--- src/vic_pkg.sv ---
// package: constants and carrier types of the vectored interrupt controller
// Overview of operation
// - one nmi line, fourteen maskable vectors
// - shared vectors; source flags readable by software
// - per-vector enable bit blocks disabled requests
// - nmi at 0073h, six gated sources
// - maskable vector n at 0003h plus 8n
// - 002Bh: timer2, divider, can0, lin shared
// - 0033h: can1, can2, two converter requests
// - 0043h: seven sources under one enable
// - four programmable levels per maskable vector
// - nmi outranks every maskable level
// - levels held in two register pairs
// - preempt only by strictly higher level
// - topmost maskable level is preempted only by the nmi
// - highest level wins among simultaneous requests
// - equal level: nmi, then vectors 0..13
package vic_pkg;
   localparam int NVEC = 14; // maskable vectors
   localparam int NSRC = 34; // maskable request sources
   localparam int NNMI = 6; // nmi sources
   // vector addresses
   localparam logic [15:0] NMI_ADDR = 16'h0073;
   localparam logic [15:0] VEC_BASE = 16'h0003;
   localparam logic [15:0] VEC_LAST = 16'h006b;
   localparam logic [15:0] VEC_STEP = 16'h0008;
   // service ranks: 0 idle, level+1 maskable, nmi on top
   localparam logic [2:0] RANK_NMI = 3'h5;
   localparam int ISV_NMI = 4; // in-service bit of the nmi
   localparam int GLOBAL_EN = 7; // master enable in the low enable register
   localparam int NLOW_EN = 6; // vectors enabled from the low enable register
   localparam int NPAIR_A = 8; // vectors covered by priority pair a
   // register byte offsets
   localparam logic [5:0] OFS_NMI_CTRL = 6'h00;
   localparam logic [5:0] OFS_EN_LO = 6'h04;
   localparam logic [5:0] OFS_EN_HI = 6'h08;
   localparam logic [5:0] OFS_PL_A = 6'h0c;
   localparam logic [5:0] OFS_PH_A = 6'h10;
   localparam logic [5:0] OFS_PL_B = 6'h14;
   localparam logic [5:0] OFS_PH_B = 6'h18;
   localparam logic [5:0] OFS_NMI_FLAG = 6'h1c;
   localparam logic [5:0] OFS_SRC_LO = 6'h20;
   localparam logic [5:0] OFS_SRC_HI = 6'h24;
   localparam logic [5:0] OFS_SERVICE = 6'h28;
   localparam logic [5:0] OFS_EVT = 6'h2c;
   localparam logic [5:0] OFS_EVT_MASK = 6'h30;
   // event bits of the status register
   localparam int EVT_NMI_SRC = 0;
   localparam int EVT_SRC = 1;
   localparam int EVT_ACCEPT = 2;
   localparam int EVT_RETURN = 3;
   localparam int NEVT = 4;
   // field positions of the service register
   localparam int SVC_REQ_BIT = 8;
   localparam int SVC_ADDR_LSB = 16;
   // source index sets of each vector, shared vectors hold several bits
   localparam logic [NSRC-1:0] VEC_MASK [NVEC] = '{
      34'h0_0000_0001, // external 0
      34'h0_0000_0002, // timer 0
      34'h0_0000_0004, // external 1
      34'h0_0000_0008, // timer 1
      34'h0_0000_0010, // serial
      34'h0_0000_01e0, // timer 2, divider, can node 0, lin
      34'h0_0000_1e00, // can nodes 1 and 2, converter 0 and 1
      34'h0_0000_2000, // sync serial
      34'h0_001f_c000, // ext 2, timer 21, rotation, serial 1, divider 1, mdu x2
      34'h0_03e0_0000, // ext 3..6, can node 3
      34'h0_0c00_0000, // capcomp node 0, can node 4
      34'h0_3000_0000, // capcomp node 1, can node 5
      34'h0_c000_0000, // capcomp node 2, can node 6
      34'h3_0000_0000 // capcomp node 3, can node 7
   };
   // request sources, same clock as the controller
   typedef struct packed {
      logic [NNMI-1:0] nmi; // watchdog, clock loop, flash, core, port, ecc
      logic [NSRC-1:0] src; // maskable sources, one pulse per event
   } vic_src_t;
   // core handshake towards the controller
   typedef struct packed {
      logic ack; // core takes the presented vector
      logic reti; // core returns from the current routine
   } vic_core_in_t;
   // vector presented to the core
   typedef struct packed {
      logic req; // a vector is offered
      logic nmi; // offered vector is the nmi
      logic [1:0] lvl; // level of a maskable vector
      logic [15:0] addr; // vector address
   } vic_core_out_t;
endpackage : vic_pkg

--- src/vic_ctrl.sv ---
// vectored interrupt controller with avalon-mm register slave
`timescale 1ns/1ps
module vic_ctrl
   import vic_pkg::*;
(
   // clock and reset
   input wire logic ref_clk_i,
   input wire logic rst_i,
   // avalon-mm slave
   input wire logic [3:0] avs_address_i,
   input wire logic avs_read_i,
   input wire logic avs_write_i,
   input wire logic [3:0] avs_byteenable_i,
   input wire logic [31:0] avs_writedata_i,
   output logic [31:0] avs_readdata_o,
   output logic avs_waitrequest_o,
   // request sources and core
   input wire vic_src_t src_i,
   input wire vic_core_in_t core_i,
   output vic_core_out_t core_o,
   // interrupt to the system
   output logic irq_o
);

   // software registers
   logic [NNMI-1:0] nmi_control_register; // per-source nmi gates
   logic [7:0] irq_enable_register_low; // vectors 0..5 plus global
   logic [7:0] irq_enable_register_high; // vectors 6..13
   logic [NPAIR_A-1:0] priority_low_bits_a;
   logic [NPAIR_A-1:0] priority_high_bits_a;
   logic [NVEC-NPAIR_A-1:0] priority_low_bits_b;
   logic [NVEC-NPAIR_A-1:0] priority_high_bits_b;
   // hardware state
   logic [NNMI-1:0] nmi_flag_reg; // sticky nmi source flags
   logic [NSRC-1:0] src_flag_reg; // sticky shared source flags
   logic [ISV_NMI:0] isv_reg; // in-service bit per rank
   logic [NEVT-1:0] evt_reg; // sticky events
   logic [NEVT-1:0] evt_mask_reg; // event mask
   logic [3:0] idx_reg; // index of the presented vector
   logic wait_reg; // waitrequest flop
   logic [31:0] rdata_reg; // captured read word
   logic irq_reg;
   vic_core_out_t core_reg;

   // combinational helpers
   logic [5:0] byte_addr;
   logic wr_done;
   logic rd_done;
   logic [31:0] wdata;
   logic [31:0] rd_word;
   logic [NVEC-1:0] en_vec;
   logic [NVEC-1:0] pl_vec;
   logic [NVEC-1:0] ph_vec;
   logic [NVEC-1:0] vreq;
   logic nmi_pend;
   logic [2:0] top_rank;
   logic [2:0] best_rank;
   logic [3:0] best_idx;
   logic take_ack;
   vic_core_out_t core_next;

   assign avs_readdata_o = rdata_reg;
   assign avs_waitrequest_o = wait_reg;
   assign core_o = core_reg;
   assign irq_o = irq_reg;

   // byte lanes to a bit mask
   function automatic logic [31:0] be_mask(input logic [3:0] be);
      logic [31:0] m;
      m = 32'h0000_0000;
      for (int b = 0; b < 4; b++) begin
         m[b*8 +: 8] = {8{be[b]}};
      end
      return m;
   endfunction : be_mask

   // rank of the highest routine in service, 0 when idle
   function automatic logic [2:0] rank_of(input logic [ISV_NMI:0] isv);
      logic [2:0] r;
      r = 3'h0;
      for (int k = 0; k <= ISV_NMI; k++) begin
         if (isv[k]) begin
            r = 3'(k + 1);
         end
      end
      return r;
   endfunction : rank_of

   // level of vector n: high bit over low bit
   function automatic logic [1:0] lvl_of(input logic [NVEC-1:0] ph,
                                         input logic [NVEC-1:0] pl,
                                         input logic [3:0] n);
      return {ph[n], pl[n]};
   endfunction : lvl_of

   // vector address of maskable vector n
   function automatic logic [15:0] addr_of(input logic [3:0] n);
      return VEC_BASE + VEC_STEP * {12'h000, n};
   endfunction : addr_of

   // bus decode: a request completes on the edge where waitrequest is low
   assign byte_addr = {avs_address_i, 2'b00};
   assign wr_done = avs_write_i & ~wait_reg;
   assign rd_done = avs_read_i & ~wait_reg;
   assign wdata = avs_writedata_i & be_mask(avs_byteenable_i);

   // level and enable vectors gathered from the register pairs
   assign en_vec = {irq_enable_register_high, irq_enable_register_low[NLOW_EN-1:0]};
   assign pl_vec = {priority_low_bits_b, priority_low_bits_a};
   assign ph_vec = {priority_high_bits_b, priority_high_bits_a};

   // a vector is pending while any of its sources is flagged
   always_comb begin
      for (int v = 0; v < NVEC; v++) begin
         vreq[v] = |(src_flag_reg & VEC_MASK[v]);
      end
   end

   // nmi pending once any gated source is flagged
   assign nmi_pend = |(nmi_flag_reg & nmi_control_register);
   assign top_rank = rank_of(isv_reg);
   assign take_ack = core_i.ack & core_reg.req;

   // arbitration: highest level first, lowest index breaks a tie
   always_comb begin
      best_rank = 3'h0;
      best_idx = 4'h0;
      // walking downward lets a lower index overwrite an equal rank
      for (int v = NVEC - 1; v >= 0; v--) begin
         if (vreq[v] && en_vec[v] && irq_enable_register_low[GLOBAL_EN]) begin
            if ({1'b0, lvl_of(ph_vec, pl_vec, 4'(v))} + 3'h1 >= best_rank) begin
               best_rank = {1'b0, lvl_of(ph_vec, pl_vec, 4'(v))} + 3'h1;
               best_idx = 4'(v);
            end
         end
      end
   end

   // offer to the core; nothing is offered in the cycle after an ack or return
   always_comb begin
      core_next = '0;
      if (nmi_pend && !isv_reg[ISV_NMI]) begin
         // the nmi needs no enable and outranks any maskable routine
         core_next.req = 1'b1;
         core_next.nmi = 1'b1;
         core_next.addr = NMI_ADDR;
      end else if (best_rank > top_rank) begin
         // equal rank never preempts; rank four is beaten only by the nmi
         core_next.req = 1'b1;
         core_next.lvl = 2'(best_rank - 3'h1);
         core_next.addr = addr_of(best_idx);
      end
      if (take_ack || core_i.reti) begin
         core_next.req = 1'b0;
      end
   end

   // presented vector register
   always_ff @(posedge ref_clk_i or posedge rst_i) begin
      if (rst_i) begin
         core_reg <= '0;
         idx_reg <= 4'h0;
      end else begin
         core_reg <= core_next;
         idx_reg <= best_idx;
      end
   end

   // in-service ranks: set on accept, highest cleared on return
   always_ff @(posedge ref_clk_i or posedge rst_i) begin
      if (rst_i) begin
         isv_reg <= '0;
      end else begin
         logic [ISV_NMI:0] nxt;
         nxt = isv_reg;
         if (core_i.reti && top_rank != 3'h0) begin
            nxt[top_rank - 3'h1] = 1'b0;
         end
         if (take_ack) begin
            // record the active level until the routine returns
            if (core_reg.nmi) begin
               nxt[ISV_NMI] = 1'b1;
            end else begin
               nxt[core_reg.lvl] = 1'b1;
            end
         end
         isv_reg <= nxt;
      end
   end

   // source flags: a new event wins over a write-one clear
   always_ff @(posedge ref_clk_i or posedge rst_i) begin
      if (rst_i) begin
         nmi_flag_reg <= '0;
         src_flag_reg <= '0;
      end else begin
         logic [NSRC-1:0] clr;
         logic [NNMI-1:0] nclr;
         clr = '0;
         nclr = '0;
         if (wr_done && byte_addr == OFS_SRC_LO) begin
            clr[31:0] = wdata;
         end
         if (wr_done && byte_addr == OFS_SRC_HI) begin
            clr[NSRC-1:32] = wdata[NSRC-33:0];
         end
         if (wr_done && byte_addr == OFS_NMI_FLAG) begin
            nclr = wdata[NNMI-1:0];
         end
         src_flag_reg <= (src_flag_reg & ~clr) | src_i.src;
         nmi_flag_reg <= (nmi_flag_reg & ~nclr) | src_i.nmi;
      end
   end

   // control registers written by software
   always_ff @(posedge ref_clk_i or posedge rst_i) begin
      if (rst_i) begin
         nmi_control_register <= '0;
         irq_enable_register_low <= 8'h00;
         irq_enable_register_high <= 8'h00;
         priority_low_bits_a <= '0;
         priority_high_bits_a <= '0;
         priority_low_bits_b <= '0;
         priority_high_bits_b <= '0;
         evt_mask_reg <= '0;
      end else if (wr_done) begin
         case (byte_addr)
            OFS_NMI_CTRL: nmi_control_register <= wdata[NNMI-1:0];
            OFS_EN_LO: irq_enable_register_low <= wdata[7:0];
            OFS_EN_HI: irq_enable_register_high <= wdata[7:0];
            OFS_PL_A: priority_low_bits_a <= wdata[NPAIR_A-1:0];
            OFS_PH_A: priority_high_bits_a <= wdata[NPAIR_A-1:0];
            OFS_PL_B: priority_low_bits_b <= wdata[NVEC-NPAIR_A-1:0];
            OFS_PH_B: priority_high_bits_b <= wdata[NVEC-NPAIR_A-1:0];
            OFS_EVT_MASK: evt_mask_reg <= wdata[NEVT-1:0];
            default: ; // unmapped or read-only: ignored
         endcase
      end
   end

   // read word, unmapped offsets read zero
   always_comb begin
      rd_word = 32'h0000_0000;
      case (byte_addr)
         OFS_NMI_CTRL: rd_word[NNMI-1:0] = nmi_control_register;
         OFS_EN_LO: rd_word[7:0] = irq_enable_register_low;
         OFS_EN_HI: rd_word[7:0] = irq_enable_register_high;
         OFS_PL_A: rd_word[NPAIR_A-1:0] = priority_low_bits_a;
         OFS_PH_A: rd_word[NPAIR_A-1:0] = priority_high_bits_a;
         OFS_PL_B: rd_word[NVEC-NPAIR_A-1:0] = priority_low_bits_b;
         OFS_PH_B: rd_word[NVEC-NPAIR_A-1:0] = priority_high_bits_b;
         OFS_NMI_FLAG: rd_word[NNMI-1:0] = nmi_flag_reg;
         OFS_SRC_LO: rd_word = src_flag_reg[31:0];
         OFS_SRC_HI: rd_word[NSRC-33:0] = src_flag_reg[NSRC-1:32];
         OFS_SERVICE: begin
            rd_word[ISV_NMI:0] = isv_reg;
            rd_word[SVC_REQ_BIT] = core_reg.req;
            rd_word[SVC_ADDR_LSB +: 16] = core_reg.addr;
         end
         OFS_EVT: rd_word[NEVT-1:0] = evt_reg;
         OFS_EVT_MASK: rd_word[NEVT-1:0] = evt_mask_reg;
         default: rd_word = 32'h0000_0000;
      endcase
   end

   // bus handshake: one wait cycle, data captured while waitrequest is high
   always_ff @(posedge ref_clk_i or posedge rst_i) begin
      if (rst_i) begin
         wait_reg <= 1'b1;
         rdata_reg <= 32'h0000_0000;
      end else if (wr_done || rd_done) begin
         wait_reg <= 1'b1;
      end else if (avs_read_i || avs_write_i) begin
         wait_reg <= 1'b0;
         rdata_reg <= rd_word;
      end
   end

   // event status: read clears only the bits that were returned,
   // so an event landing between capture and completion survives
   always_ff @(posedge ref_clk_i or posedge rst_i) begin
      if (rst_i) begin
         evt_reg <= '0;
         irq_reg <= 1'b0;
      end else begin
         logic [NEVT-1:0] set;
         logic [NEVT-1:0] clr;
         set = '0;
         clr = '0;
         set[EVT_NMI_SRC] = |src_i.nmi;
         set[EVT_SRC] = |src_i.src;
         set[EVT_ACCEPT] = take_ack;
         set[EVT_RETURN] = core_i.reti;
         if (rd_done && byte_addr == OFS_EVT) begin
            clr = rdata_reg[NEVT-1:0];
         end
         evt_reg <= (evt_reg & ~clr) | set;
         irq_reg <= |(evt_reg & evt_mask_reg);
      end
   end
endmodule : vic_ctrl

--- config.mk ---
export PLATFORM = sky130hd
export DESIGN_NAME = vic_ctrl
export DESIGN_NICKNAME = d
export VERILOG_FILES = /design/src/vic_pkg.sv /design/src/vic_ctrl.sv
export SDC_FILE = /design/constraint.sdc
export NUM_CORES = 1
export LEC_CHECK = 0
export BUFFER_PORTS_ARGS = -buffer_cell sky130_fd_sc_hd__buf_2
export CAP_MARGIN = 10
export CORE_ASPECT_RATIO = 0.6
export CORE_MARGIN = 2
export CORE_UTILIZATION = 42
export DETAILED_ROUTE_END_ITERATION = 10
export GPL_ROUTABILITY_DRIVEN = 0
export GPL_TIMING_DRIVEN = 0
export PLACE_DENSITY = 0.66
export SLEW_MARGIN = 20
export SYNTH_ARGS = -nofsm -noshare
export SYNTH_HDL_FRONTEND = slang
export SYNTH_SLANG_ARGS = --single-unit
--- constraint.sdc ---
create_clock -name ref_clk_i -period 23.4 [get_ports ref_clk_i]
set_clock_uncertainty 0.15 [all_clocks]
set_input_delay 1.17 -clock ref_clk_i [delete_from_list [all_inputs] [get_ports ref_clk_i]]
set_output_delay 1.17 -clock ref_clk_i [all_outputs]
set_load 0.02 [all_outputs]
Word level (Yosys, flattened, before mapping):

Index checks and enable logic that the tools add are counted.
Widths: inputs -> output; s select.

* register bits after elaboration: 157
* input bits: 86

* add/subtract/negate cells: 17
* magnitude comparators: 19
* mux-type cells: 90
* equality and inequality tests: 12
* reductions and logical operators: 64
* bitwise logic cells: 20

Operators by type and width (count)
* $mux 4: 30
* $mux 3: 32
* $add 2x1->3 const B: 14
* $ge 3x3->1: 13
* $logic_and 1x1->1: 36
* $and 34x34->34: 1
* $not 34->34: 1
* $or 34x34->34: 1
* $reduce_or 34->1: 1
* $and 32x32->32: 1
* $mux 32: 1
* $pmux 16 s2: 1
* $pmux 2 s13: 1
* $pmux 2 s12: 1
* $eq 4x4->1 const B: 5
* $mux 18: 1
* $reduce_and 2->1: 9
* $eq 4x3->1 const B: 4
* $mux 16: 1
* $and 6x6->6: 2
* $reduce_or 4->1: 3
* $reduce_or 6->1: 2
* $mux 1: 10
* $mux 5: 2
* other kinds (37): 49

Depth between registers and ports, before layout:

Gate-level depths: netlist of the first run.

* depth after elaboration: 47
* gate-level depth with buffers: 100
* depth with buffers taken out: 99

Worst setup path before layout of the first run:

OpenSTA, ideal clock, no wires.

* path type: register -> register
* start point: register irq_enable_register_low[7]
* end point: register core_reg (netlist bit core_o[17])
* setup time: 0.125 ns
* clock period less this slack: 17.483 ns
* arrival: 17.208 ns
* data required time: 23.125 ns
* path buffers: 2
* path slack: 5.917 ns
* cell stages (with the launch flop): 94
* cells stage by stage: dfrtp_1 > buf_2 > clkbuf_1 > o211ai_1 > nor2_1 > ha_1 > nor2b_1 > o21ai_2 > nand2_1 > o21ai_0 > ha_1 > nand2b_1 > a22oi_1 > a21o_1 > mux2i_1 > inv_1 > ha_1 > nand2b_1 > [... 58 more ...] > nand2b_1 > o31ai_1 > a31o_1 > mux2i_1 > ha_1 > nand2b_1 > a21oi_1 > nor2b_1 > o2111a_1 > o21ai_0 > ha_1 > nor2b_1 > o21ai_0 > inv_1 > o21ai_0 > nand2b_1 > nor2_1 > mux2_4

RTL lines
* from (decl): RTL line vic_ctrl.sv:27 `logic [7:0] irq_enable_register_low;`
* from (signal assigned): RTL line vic_ctrl.sv:229 `OFS_EN_LO: irq_enable_register_low <= wdata[7:0];`
* to (signal assigned): RTL line vic_ctrl.sv:164 `core_reg <= core_next;`
* to (decl): RTL line vic_ctrl.sv:43 `vic_core_out_t core_reg;`

==> results.cfg, run 1 <==
[clock_network]
clock_insertion_delay_worst_skew_ps = 430
cts.path.max_buffers = 2
post_cts_buffers = 0
htree_levels = 4
clkSlewWorstSetupHoldPaths_ps = 70
postCtsResizedCells = 0
clockRootBuffer = sky130_fd_sc_hd__clkbuf_16
cts_tree = done
number_of_sinks_driven_by_the_clock_tree = 146
tritoncts.num_buffers = 17
holdBufCountCts = 0

[global_routing]
grt_pass1_vias = 7765
antenna_found_initial = 0
gr-usage-all-layers_pct = 27.0
globalRouteOverflowTotal = 0
grt_start_max_net_pins = 81
global_route_wire_length_before_repair_mm = 44.7

[die]
initial_core_util_pct = 43.1
area_of_the_die_um2 = 21900
core_region_area_um2 = 20100
die_width_um = 190
fp.dieH_um = 115
std_cell_rows = 40
num_io_pins = 140

[critical_path]
worstPathMaxFanout = 10
critical_path.slowest_cell = sky130_fd_sc_hd__nor3_1
critical_setup_path_kind = flop to flop
worst-r2r-setup-slack_ps = 1810
worstSetupEndpointType = flop
crit_arrival_ps = 21700
startpoint_type = flop
worstPathRequired_ps = 23510
worst_path_largest_cell_delay_ps = 810
crit_path_most_repeated_cell = sky130_fd_sc_hd__ha_1

[layout]
final_cell_mix = sky130_fd_sc_hd__nand2_1, sky130_fd_sc_hd__dfrtp_1, sky130_fd_sc_hd__buf_2
num-nets-final = 1236
final_layout_size_suffix_gt1_share_pct = 19.2
postLayoutCoreUtil_pct = 51.3
layout.cells.most_common = sky130_fd_sc_hd__nand2_1
largest_register_ff_count = 34
nFillCells = 1905
antenna_diode_instance_count = 0
area_grow_syn2layout_pct = 19.0

[synthesis]
post_synth_instance_area_um2 = 8670
ys_ff_latch = 146
synth-seq-area-share_pct = 42.1
ys_types = 87
ys_dominant_reg_cell = sky130_fd_sc_hd__dfrtp_1
post_syn_area_per_cell_um2 = 9.03
synth_enable_flop_cells = 0
synthCells = 960
asyncSetResetFlopFracSynth_pct = 100
synth_warnings = 0

[timing]
min_period_ps = 21590
finalSetupViolCount = 0
slew_violations = 0
worst_slew_margin_rel_pct = 35.9
layout_setup_ws_ps = 1810
layout_worst_path_cycle_share_pct = 92.3
totalNegativeSetupSlack_ps = 0
hold-worst-slack_ps = 326
timing.final.hold_violations = 0
rsz_0062_raised_after_global_routing = false
worst_slew_pin_slew_ps = 955
achievable-frequency_ghz = 0.0463

[power]
netSwitchingFraction_pct = 39.9
pwr-share-comb_pct = 34.3
ratio_of_total_power_to_cell_area_nw_per_um2 = 95.0
seqPwrFrac_pct = 37.2
p_clk_share_pct = 28.5
ir_drop_mv = 0.0759
p_leak_nw = 4.54
cell_internal_pwr_mw = 0.589
net-switching-power_mw = 0.391

[routing]
drtIter0Drc = 838
routed_wire_length_per_instance_um = 21.0
vias = 8249
ant_nets = 0
wl_mm = 29.4
drc = 0
post_drt_via_cell_ratio = 5.89
dr.pass1.iters = 5

[worst_hold_path]
hp-class = flop to flop

[place]
port_buffers = 125
preCtsSetupSlack_ps = 2390
hpwl_mm = 23.2

[status]
run_status = finished, final reports clean

[run]
max_cap_violations = 0
-- worst max-delay path: cells and delay by family (launching register included) --
family	cells	cell delay (ps)
AO/OA/AOI/OAI	37	9340
AND/OR/NAND/NOR	30	5480
adder cells (fa/ha/maj)	14	3530
multiplexers	4	1200
buffers and inverters	8	1190
flip-flops	1	480
-- Yosys cell counts (all sizes together), types with 5 or more instances --
master	count	area, um^2
o211ai	5	37.5
o21ai	105	537
nor3	18	90.1
nand2b	21	131
and3	11	68.8
a22oi	17	128
a31oi	9	56.3
nand3	43	215
and2	15	100
a21oi	25	140
ha	36	450
buf	17	111
clkbuf	33	124
nor2b	10	65.1
a22o	21	184
a221oi	9	85.1
a21o	46	345
nor4	14	87.6
mux2	8	93.8
inv	29	109
dfrtp	145	3630
mux2i	16	164
a211oi	6	45.0
nand2	158	596
o31ai	7	57.6
nor2	57	216
-- layout make-up --
| class | instances | area [um^2] | area share (%) |
|---|---|---|---|
| clock inverters | 13 | 151 | 1.47 |
| repair buffers | 126 | 653 | 6.33 |
| plain buffers | 50 | 235 | 2.28 |
| flip-flops and latches | 146 | 3650 | 35.4 |
| multi-input cells | 744 | 4710 | 45.7 |
| inverters | 29 | 116 | 1.13 |
| clock buffers | 19 | 453 | 4.39 |
| well taps | 273 | 342 | 3.31 |
-- through the flow --
stage / area (um^2) / std cells / power [mW]
3_5_place_dp: 9710 / 1368 / 0.692
4_1_cts: 10300 / 1400 / 0.972
3_3_place_gp: 9670 / 1367 / 0.682
6_report: 10300 / 1400 / 0.980
5_1_grt: 10300 / 1400 / 1.03
2_1_floorplan: 8710 / 969 / 0.564
-- logic make-up after synthesis --
kind of cell	after synthesis	share of synthesized area, %
AND/OR/NAND/NOR	362	19.3
adder cells (fa/ha/maj)	36	5.19
flip-flops	146	42.1
multiplexers	27	3.75
AO/OA/AOI/OAI	308	25.5
other	1	0.0432
buffers and inverters	79	3.97
XOR/XNOR	1	0.101
-- per-layer routing --
layer / GRT usage [%] / up-vias / share of wire (%)
met5: 0 / - / 0
met4: 4.96 / 0 / 1.3
met3: 9.52 / 39 / 11
met2: 36.9 / 395 / 39
met1: 40.8 / 3987 / 48
li1: - / 3828 / -
-- power by group through the flow --
stage,clock (mW),combinational (mW),sequential (mW)
after CTS,0.280,0.332,0.361
after detailed placement,0,0.327,0.365
after global routing,0.293,0.368,0.369
final,0.280,0.336,0.365
after floorplan,0,0.200,0.364
after global placement,0,0.318,0.364
-- worst paths after layout --
| path | end | cells past startpoint | from |
|---|---|---|---|
| setup / recovery | core_o[6]$_DFF_PP0_ | 93 | irq_enable_register_low[7]$_DFFE_PP0P_ |
| hold / removal | avs_readdata_o[22]$_DFFE_PP0P_ | 2 | avs_readdata_o[22]$_DFFE_PP0P_ |
| setup reg to reg | core_o[6]$_DFF_PP0_ | 93 | irq_enable_register_low[7]$_DFFE_PP0P_ |
| hold reg to reg | avs_readdata_o[22]$_DFFE_PP0P_ | 2 | avs_readdata_o[22]$_DFFE_PP0P_ |
| max in group asynchronous | avs_waitrequest_o$_DFFE_PP1P_ | 3 | rst_i |
| min in group asynchronous | src_flag_reg[22]$_DFF_PP0_ | 2 | rst_i |
(Power assumes the default switching activity.)
==> run 2: changes to the inputs <==
--- a/config.mk
+++ b/config.mk
@@ -5,6 +5,7 @@
 export SDC_FILE = /design/constraint.sdc
 export NUM_CORES = 1
 export LEC_CHECK = 0
+export ABC_AREA = 0
 export BUFFER_PORTS_ARGS = -buffer_cell sky130_fd_sc_hd__buf_2
 export CAP_MARGIN = 10
 export CORE_ASPECT_RATIO = 0.6
@@ -12,7 +13,6 @@
 export CORE_UTILIZATION = 42
 export DETAILED_ROUTE_END_ITERATION = 10
 export GPL_ROUTABILITY_DRIVEN = 0
-export GPL_TIMING_DRIVEN = 0
 export PLACE_DENSITY = 0.66
 export SLEW_MARGIN = 20
 export SYNTH_ARGS = -nofsm -noshare
==> run 2 against run 1 <==
Die area unchanged. Utilization is 1.2 points lower. Sequential power increased by 1%. Combinational power down 5%. Power fell by 2.6%. First-iteration DRC count increased by 15%. Count of clock-buffer cells in the layout unchanged. Clock power fell by 5%. Sequential share of layout area rose by 0.84 points. Routed wire length fell by 0.19%. Critical endpoint is now core_o[17]$_DFF_PP0_. Critical path depth fell by 1.
==> results.cfg, run 2 (same netlist as run 1, synthesis figures left out) <==
[layout]
final_layout_size_suffix_gt1_share_pct = 19.3
num-nets-final = 1194
area_grow_syn2layout_pct = 16.2
antenna_diode_instance_count = 0
layout.cells.most_common = sky130_fd_sc_hd__nand2_1
largest_register_ff_count = 34
final_cell_mix = sky130_fd_sc_hd__nand2_1, sky130_fd_sc_hd__dfrtp_1, sky130_fd_sc_hd__buf_2

[timing]
totalNegativeSetupSlack_ps = 0
hold-worst-slack_ps = 332
min_period_ps = 20350
layout_worst_path_cycle_share_pct = 86.9
worst_slew_pin_slew_ps = 1210
slew_violations = 0
timing.final.hold_violations = 0
rsz_0062_raised_after_global_routing = false
finalSetupViolCount = 0
achievable-frequency_ghz = 0.0491
worst_slew_margin_rel_pct = 18.7

[power]
netSwitchingFraction_pct = 40.1
ratio_of_total_power_to_cell_area_nw_per_um2 = 94.7
p_leak_nw = 4.43
p_clk_share_pct = 28.0
net-switching-power_mw = 0.383
seqPwrFrac_pct = 38.7
pwr-share-comb_pct = 33.3
ir_drop_mv = 0.0635
cell_internal_pwr_mw = 0.572

[routing]
vias = 8149
post_drt_via_cell_ratio = 6.00
drtIter0Drc = 962
dr.pass1.iters = 6
wl_mm = 29.4
ant_nets = 0
routed_wire_length_per_instance_um = 21.6
drc = 0

[critical_path]
worstPathRequired_ps = 23570
worstPathMaxFanout = 23
worstSetupEndpointType = flop
crit_path_most_repeated_cell = sky130_fd_sc_hd__ha_1
startpoint_type = flop
critical_setup_path_kind = flop to flop
worst_path_largest_cell_delay_ps = 880
crit_arrival_ps = 20510
critical_path.slowest_cell = sky130_fd_sc_hd__dfrtp_1

[clock_network]
holdBufCountCts = 0
clkSlewWorstSetupHoldPaths_ps = 60
cts.path.max_buffers = 2
clock_insertion_delay_worst_skew_ps = 430
htree_levels = 4
tritoncts.num_buffers = 17
postCtsResizedCells = 0
clockRootBuffer = sky130_fd_sc_hd__clkbuf_16
post_cts_buffers = 0
number_of_sinks_driven_by_the_clock_tree = 146
cts_tree = done

[die]
num_io_pins = 140
core_region_area_um2 = 20100
die_width_um = 190
fp.dieH_um = 115
area_of_the_die_um2 = 21900
initial_core_util_pct = 43.1
std_cell_rows = 40

[global_routing]
global_route_wire_length_before_repair_mm = 45.2
grt_use_met2_pct = 35.1
grt_pass1_vias = 7628
use_met3_pct = 8.97
grt_start_max_net_pins = 101
antenna_found_initial = 0
globalRouteOverflowTotal = 0
grt_most_used_layer = met1
gr-usage-all-layers_pct = 27.4
met1_usage_pct = 43.2

[worst_hold_path]
hp-class = flop to flop

[place]
hpwl_mm = 23.0
port_buffers = 129

[status]
run_status = finished, final reports clean

[run]
max_cap_violations = 0
## run 2: final timing paths
kind,slack [ps],start,depth (start not counted),to
max reg2reg,3050,irq_enable_register_low[7]$_DFFE_PP0P_,92,core_o[17]$_DFF_PP0_
max,3050,irq_enable_register_low[7]$_DFFE_PP0P_,92,core_o[17]$_DFF_PP0_
min reg2reg,330,avs_readdata_o[6]$_DFFE_PP0P_,2,avs_readdata_o[6]$_DFFE_PP0P_
min,330,avs_readdata_o[6]$_DFFE_PP0P_,2,avs_readdata_o[6]$_DFFE_PP0P_
min in group asynchronous,780,rst_i,2,src_flag_reg[18]$_DFF_PP0_
max in group asynchronous,21170,rst_i,3,evt_mask_reg[0]$_DFFE_PP0P_
## run 2: worst max-delay path, delay by kind of cell (launching register included)
family / cells / cell delay [ps]
AO/OA/AOI/OAI: 36 / 9000
AND/OR/NAND/NOR: 30 / 4700
adder cells (fa/ha/maj): 14 / 3630
multiplexers: 5 / 1450
flip-flops: 1 / 880
buffers and inverters: 7 / 430
## run 2: power by group through the flow
stage / clock network (mW) / logic [mW] / registers, mW
after global routing: 0.281 / 0.354 / 0.374
after floorplan: 0 / 0.200 / 0.364
after detailed placement: 0 / 0.311 / 0.370
final: 0.267 / 0.318 / 0.369
after CTS: 0.268 / 0.313 / 0.367
after global placement: 0 / 0.306 / 0.368
## run 2: routing by layer
metal	vias up	wire length, um
met2	450	11100
met4	0	474
met1	3931	14100
met3	39	3730
li1	3729	-
met5	-	0
## run 2: final cells by class
| class | instances | area [um^2] |
|---|---|---|
| Multi-Input combinational cell | 744 | 4720 |
| Timing Repair Buffer | 134 | 683 |
| Clock buffer | 19 | 443 |
| Tap cell | 273 | 342 |
| Fill cell | 1898 | 10000 |
| Clock inverter | 13 | 126 |
| Inverter | 29 | 114 |
| Sequential cell | 146 | 3650 |
## run 2: per-stage QoR
stage                     setup slack, ps  util, %  total power [mW]  cell area, um^2  cells
after floorplan                      5920        -             0.564             8710    969
after global placement               4400     47.3             0.674             9510   1326
after detailed placement             3490     47.3             0.682             9510   1326
after CTS                            3430     50.1             0.948            10100   1358
after global routing                 1600     50.1              1.01            10100   1358
final                                3050     50.1             0.954            10100   1358
==> run 3: changes to the inputs <==
--- a/config.mk
+++ b/config.mk
@@ -6,10 +6,9 @@
 export NUM_CORES = 1
 export LEC_CHECK = 0
 export ABC_AREA = 0
-export BUFFER_PORTS_ARGS = -buffer_cell sky130_fd_sc_hd__buf_2
+export BUFFER_PORTS_ARGS = -buffer_cell sky130_fd_sc_hd__buf_4
 export CAP_MARGIN = 10
 export CORE_ASPECT_RATIO = 0.6
-export CORE_MARGIN = 2
 export CORE_UTILIZATION = 42
 export DETAILED_ROUTE_END_ITERATION = 10
 export GPL_ROUTABILITY_DRIVEN = 0
==> constraint.sdc (replaced) <==
create_clock -name ref_clk_i -period 23.4 [get_ports ref_clk_i]
set_clock_uncertainty 0.15 [all_clocks]
set_input_delay 1.17 -clock ref_clk_i [delete_from_list [all_inputs] [get_ports ref_clk_i]]
set_output_delay 1.17 -clock ref_clk_i [all_outputs]
set_load 0.01 [all_outputs]
==> run 3 against run 2 <==
Global-route usage increased by 0.38 points. Register-to-register slack gained 670 ps. Cell count grew 0.15%. Sequential cell count did not move.
==> results.cfg, run 3 (same netlist as run 1, synthesis figures left out) <==
[global_routing]
antenna_found_initial = 0
global_route_wire_length_before_repair_mm = 44.3
grt_pass1_vias = 7361
grt_start_max_net_pins = 79
gr-usage-all-layers_pct = 27.7
globalRouteOverflowTotal = 0

[routing]
dr.pass1.iters = 5
vias = 8069
drtIter0Drc = 797
wl_mm = 29.0
drc = 0
post_drt_via_cell_ratio = 5.93
routed_wire_length_per_instance_um = 21.3
ant_nets = 0

[die]
core_region_area_um2 = 20100
std_cell_rows = 40
fp.dieH_um = 113
area_of_the_die_um2 = 21200
die_width_um = 188
num_io_pins = 140
initial_core_util_pct = 43.1

[clock_network]
htree_levels = 4
cts.path.max_buffers = 2
tritoncts.num_buffers = 17
post_cts_buffers = 0
clkSlewWorstSetupHoldPaths_ps = 60
clock_insertion_delay_worst_skew_ps = 430
number_of_sinks_driven_by_the_clock_tree = 146
clockRootBuffer = sky130_fd_sc_hd__clkbuf_16
holdBufCountCts = 0
cts_tree = done
postCtsResizedCells = 0

[timing]
worst_slew_pin_slew_ps = 1190
min_period_ps = 19670
slew_violations = 0
layout_setup_ws_ps = 3730
worst_slew_margin_rel_pct = 19.8
rsz_0062_raised_after_global_routing = false
hold-worst-slack_ps = 333
achievable-frequency_ghz = 0.0508
layout_worst_path_cycle_share_pct = 84.1
timing.final.hold_violations = 0
totalNegativeSetupSlack_ps = 0
finalSetupViolCount = 0

[layout]
num-nets-final = 1195
postLayoutCoreUtil_pct = 51.7
layout.cells.most_common = sky130_fd_sc_hd__nand2_1
final_layout_size_suffix_gt1_share_pct = 19.2
largest_register_ff_count = 34
final_cell_mix = sky130_fd_sc_hd__nand2_1, sky130_fd_sc_hd__dfrtp_1, sky130_fd_sc_hd__buf_4
area_grow_syn2layout_pct = 19.9

[status]
run_status = finished, final reports clean

[power]
seqPwrFrac_pct = 39.0
design_power_total_mw = 0.948
pwr-share-comb_pct = 33.7
ratio_of_total_power_to_cell_area_nw_per_um2 = 91.2
cell_internal_pwr_mw = 0.586
p_clk_share_pct = 27.3
p_leak_nw = 4.53
net-switching-power_mw = 0.363
ir_drop_mv = 0.0553
netSwitchingFraction_pct = 38.2

[critical_path]
worstSetupEndpointType = flop
worst_path_largest_cell_delay_ps = 590
worstPathMaxFanout = 22
startpoint_type = flop
cp.buffers_inverters = 7
worstPathRequired_ps = 23560
worst-r2r-setup-slack_ps = 3730
cp-startpoint = irq_enable_register_low[7]$_DFFE_PP0P_
critical_path.top_delay_family = compound AO/OA/AOI/OAI gates
critical_path.slowest_cell = sky130_fd_sc_hd__a2111oi_1
crit-reg2reg-launch = irq_enable_register_low[7]$_DFFE_PP0P_
number_of_cells_on_the_critical_path = 92
worstSetupEndpoint = core_o[17]$_DFF_PP0_
crit_arrival_ps = 19830
worst_r2r_endpoint = core_o[17]$_DFF_PP0_
critical_setup_path_kind = flop to flop
crit_path_most_repeated_cell = sky130_fd_sc_hd__ha_1
worstRegToRegCells = 92

[place]
hpwl_mm = 22.7
port_buffers = 129
preCtsSetupSlack_ps = 4070

[worst_hold_path]
hp-class = flop to flop
start_point_of_the_worst_min_delay_path = avs_readdata_o[22]$_DFFE_PP0P_

[run]
max_cap_violations = 0
==> run 3: cell count changes in the layout (fill, tap and decap cells not counted), sizes merged <==
cell and delta:
clkinvlp -4, clkinv +5, inv -2, diode +1, buf +1, clkbuf +1
==> run 3: area by class of cell <==
| type | count | area (um^2) |
|---|---|---|
| tap | 273 | 342 |
| antenna | 1 | 2.50 |
| timing repair buffer | 135 | 1010 |
| clock buffer | 20 | 447 |
| fill | 1915 | 9720 |
| inverter | 29 | 114 |
| sequential | 146 | 3650 |
| clock inverter | 12 | 108 |
| multi-input combinational | 744 | 4720 |
==> run 3: worst min path at each step <==
| stage | to | slack (ps) | depth (start not counted) |
|---|---|---|---|
| 4_1_cts | avs_readdata_o[22]$_DFFE_PP0P_ | 340 | 2 |
| 2_1_floorplan | irq_enable_register_low[6]$_DFFE_PP0P_ | 300 | 2 |
| 6_report | avs_readdata_o[22]$_DFFE_PP0P_ | 330 | 2 |
| 3_3_place_gp | irq_enable_register_low[6]$_DFFE_PP0P_ | 310 | 2 |
| 5_1_grt | avs_readdata_o[5]$_DFFE_PP0P_ | 360 | 2 |
| 3_5_place_dp | avs_readdata_o[22]$_DFFE_PP0P_ | 320 | 2 |
==> run 3: layer usage <==
metal  track usage (%)  up-vias  wire, um  part of all wire (%)
li1                  -     3731         -                     -
met1              44.4     3901     14300                    49
met2              35.1      398     11000                    38
met3              8.06       39      3150                    11
met4              7.32        0       475                   1.6
met5                 0        -         0                     0
==> run 3: worst reg2reg max path: cells and delay by family (launching register included) <==
| kind | cells | cell delay (ps) |
|---|---|---|
| flip-flops | 1 | 380 |
| adder cells (fa/ha/maj) | 14 | 3650 |
| buffers and inverters | 7 | 640 |
| AND/OR/NAND/NOR | 28 | 4290 |
| AO/OA/AOI/OAI | 38 | 8970 |
| multiplexers | 5 | 1480 |
==> run 3: power by group through the flow <==
stage | combinational [mW] | sequential [mW] | clock (mW)
6_report | 0.320 | 0.369 | 0.259
5_1_grt | 0.355 | 0.373 | 0.271
4_1_cts | 0.315 | 0.366 | 0.261
3_5_place_dp | 0.312 | 0.369 | 0
3_3_place_gp | 0.307 | 0.368 | 0
2_1_floorplan | 0.199 | 0.349 | 0
==> run 3: through the flow <==
step	std cells	instance area, um^2
2_1_floorplan	969	8710
3_3_place_gp	1327	9840
3_5_place_dp	1327	9840
4_1_cts	1359	10400
5_1_grt	1359	10400
6_report	1360	10400
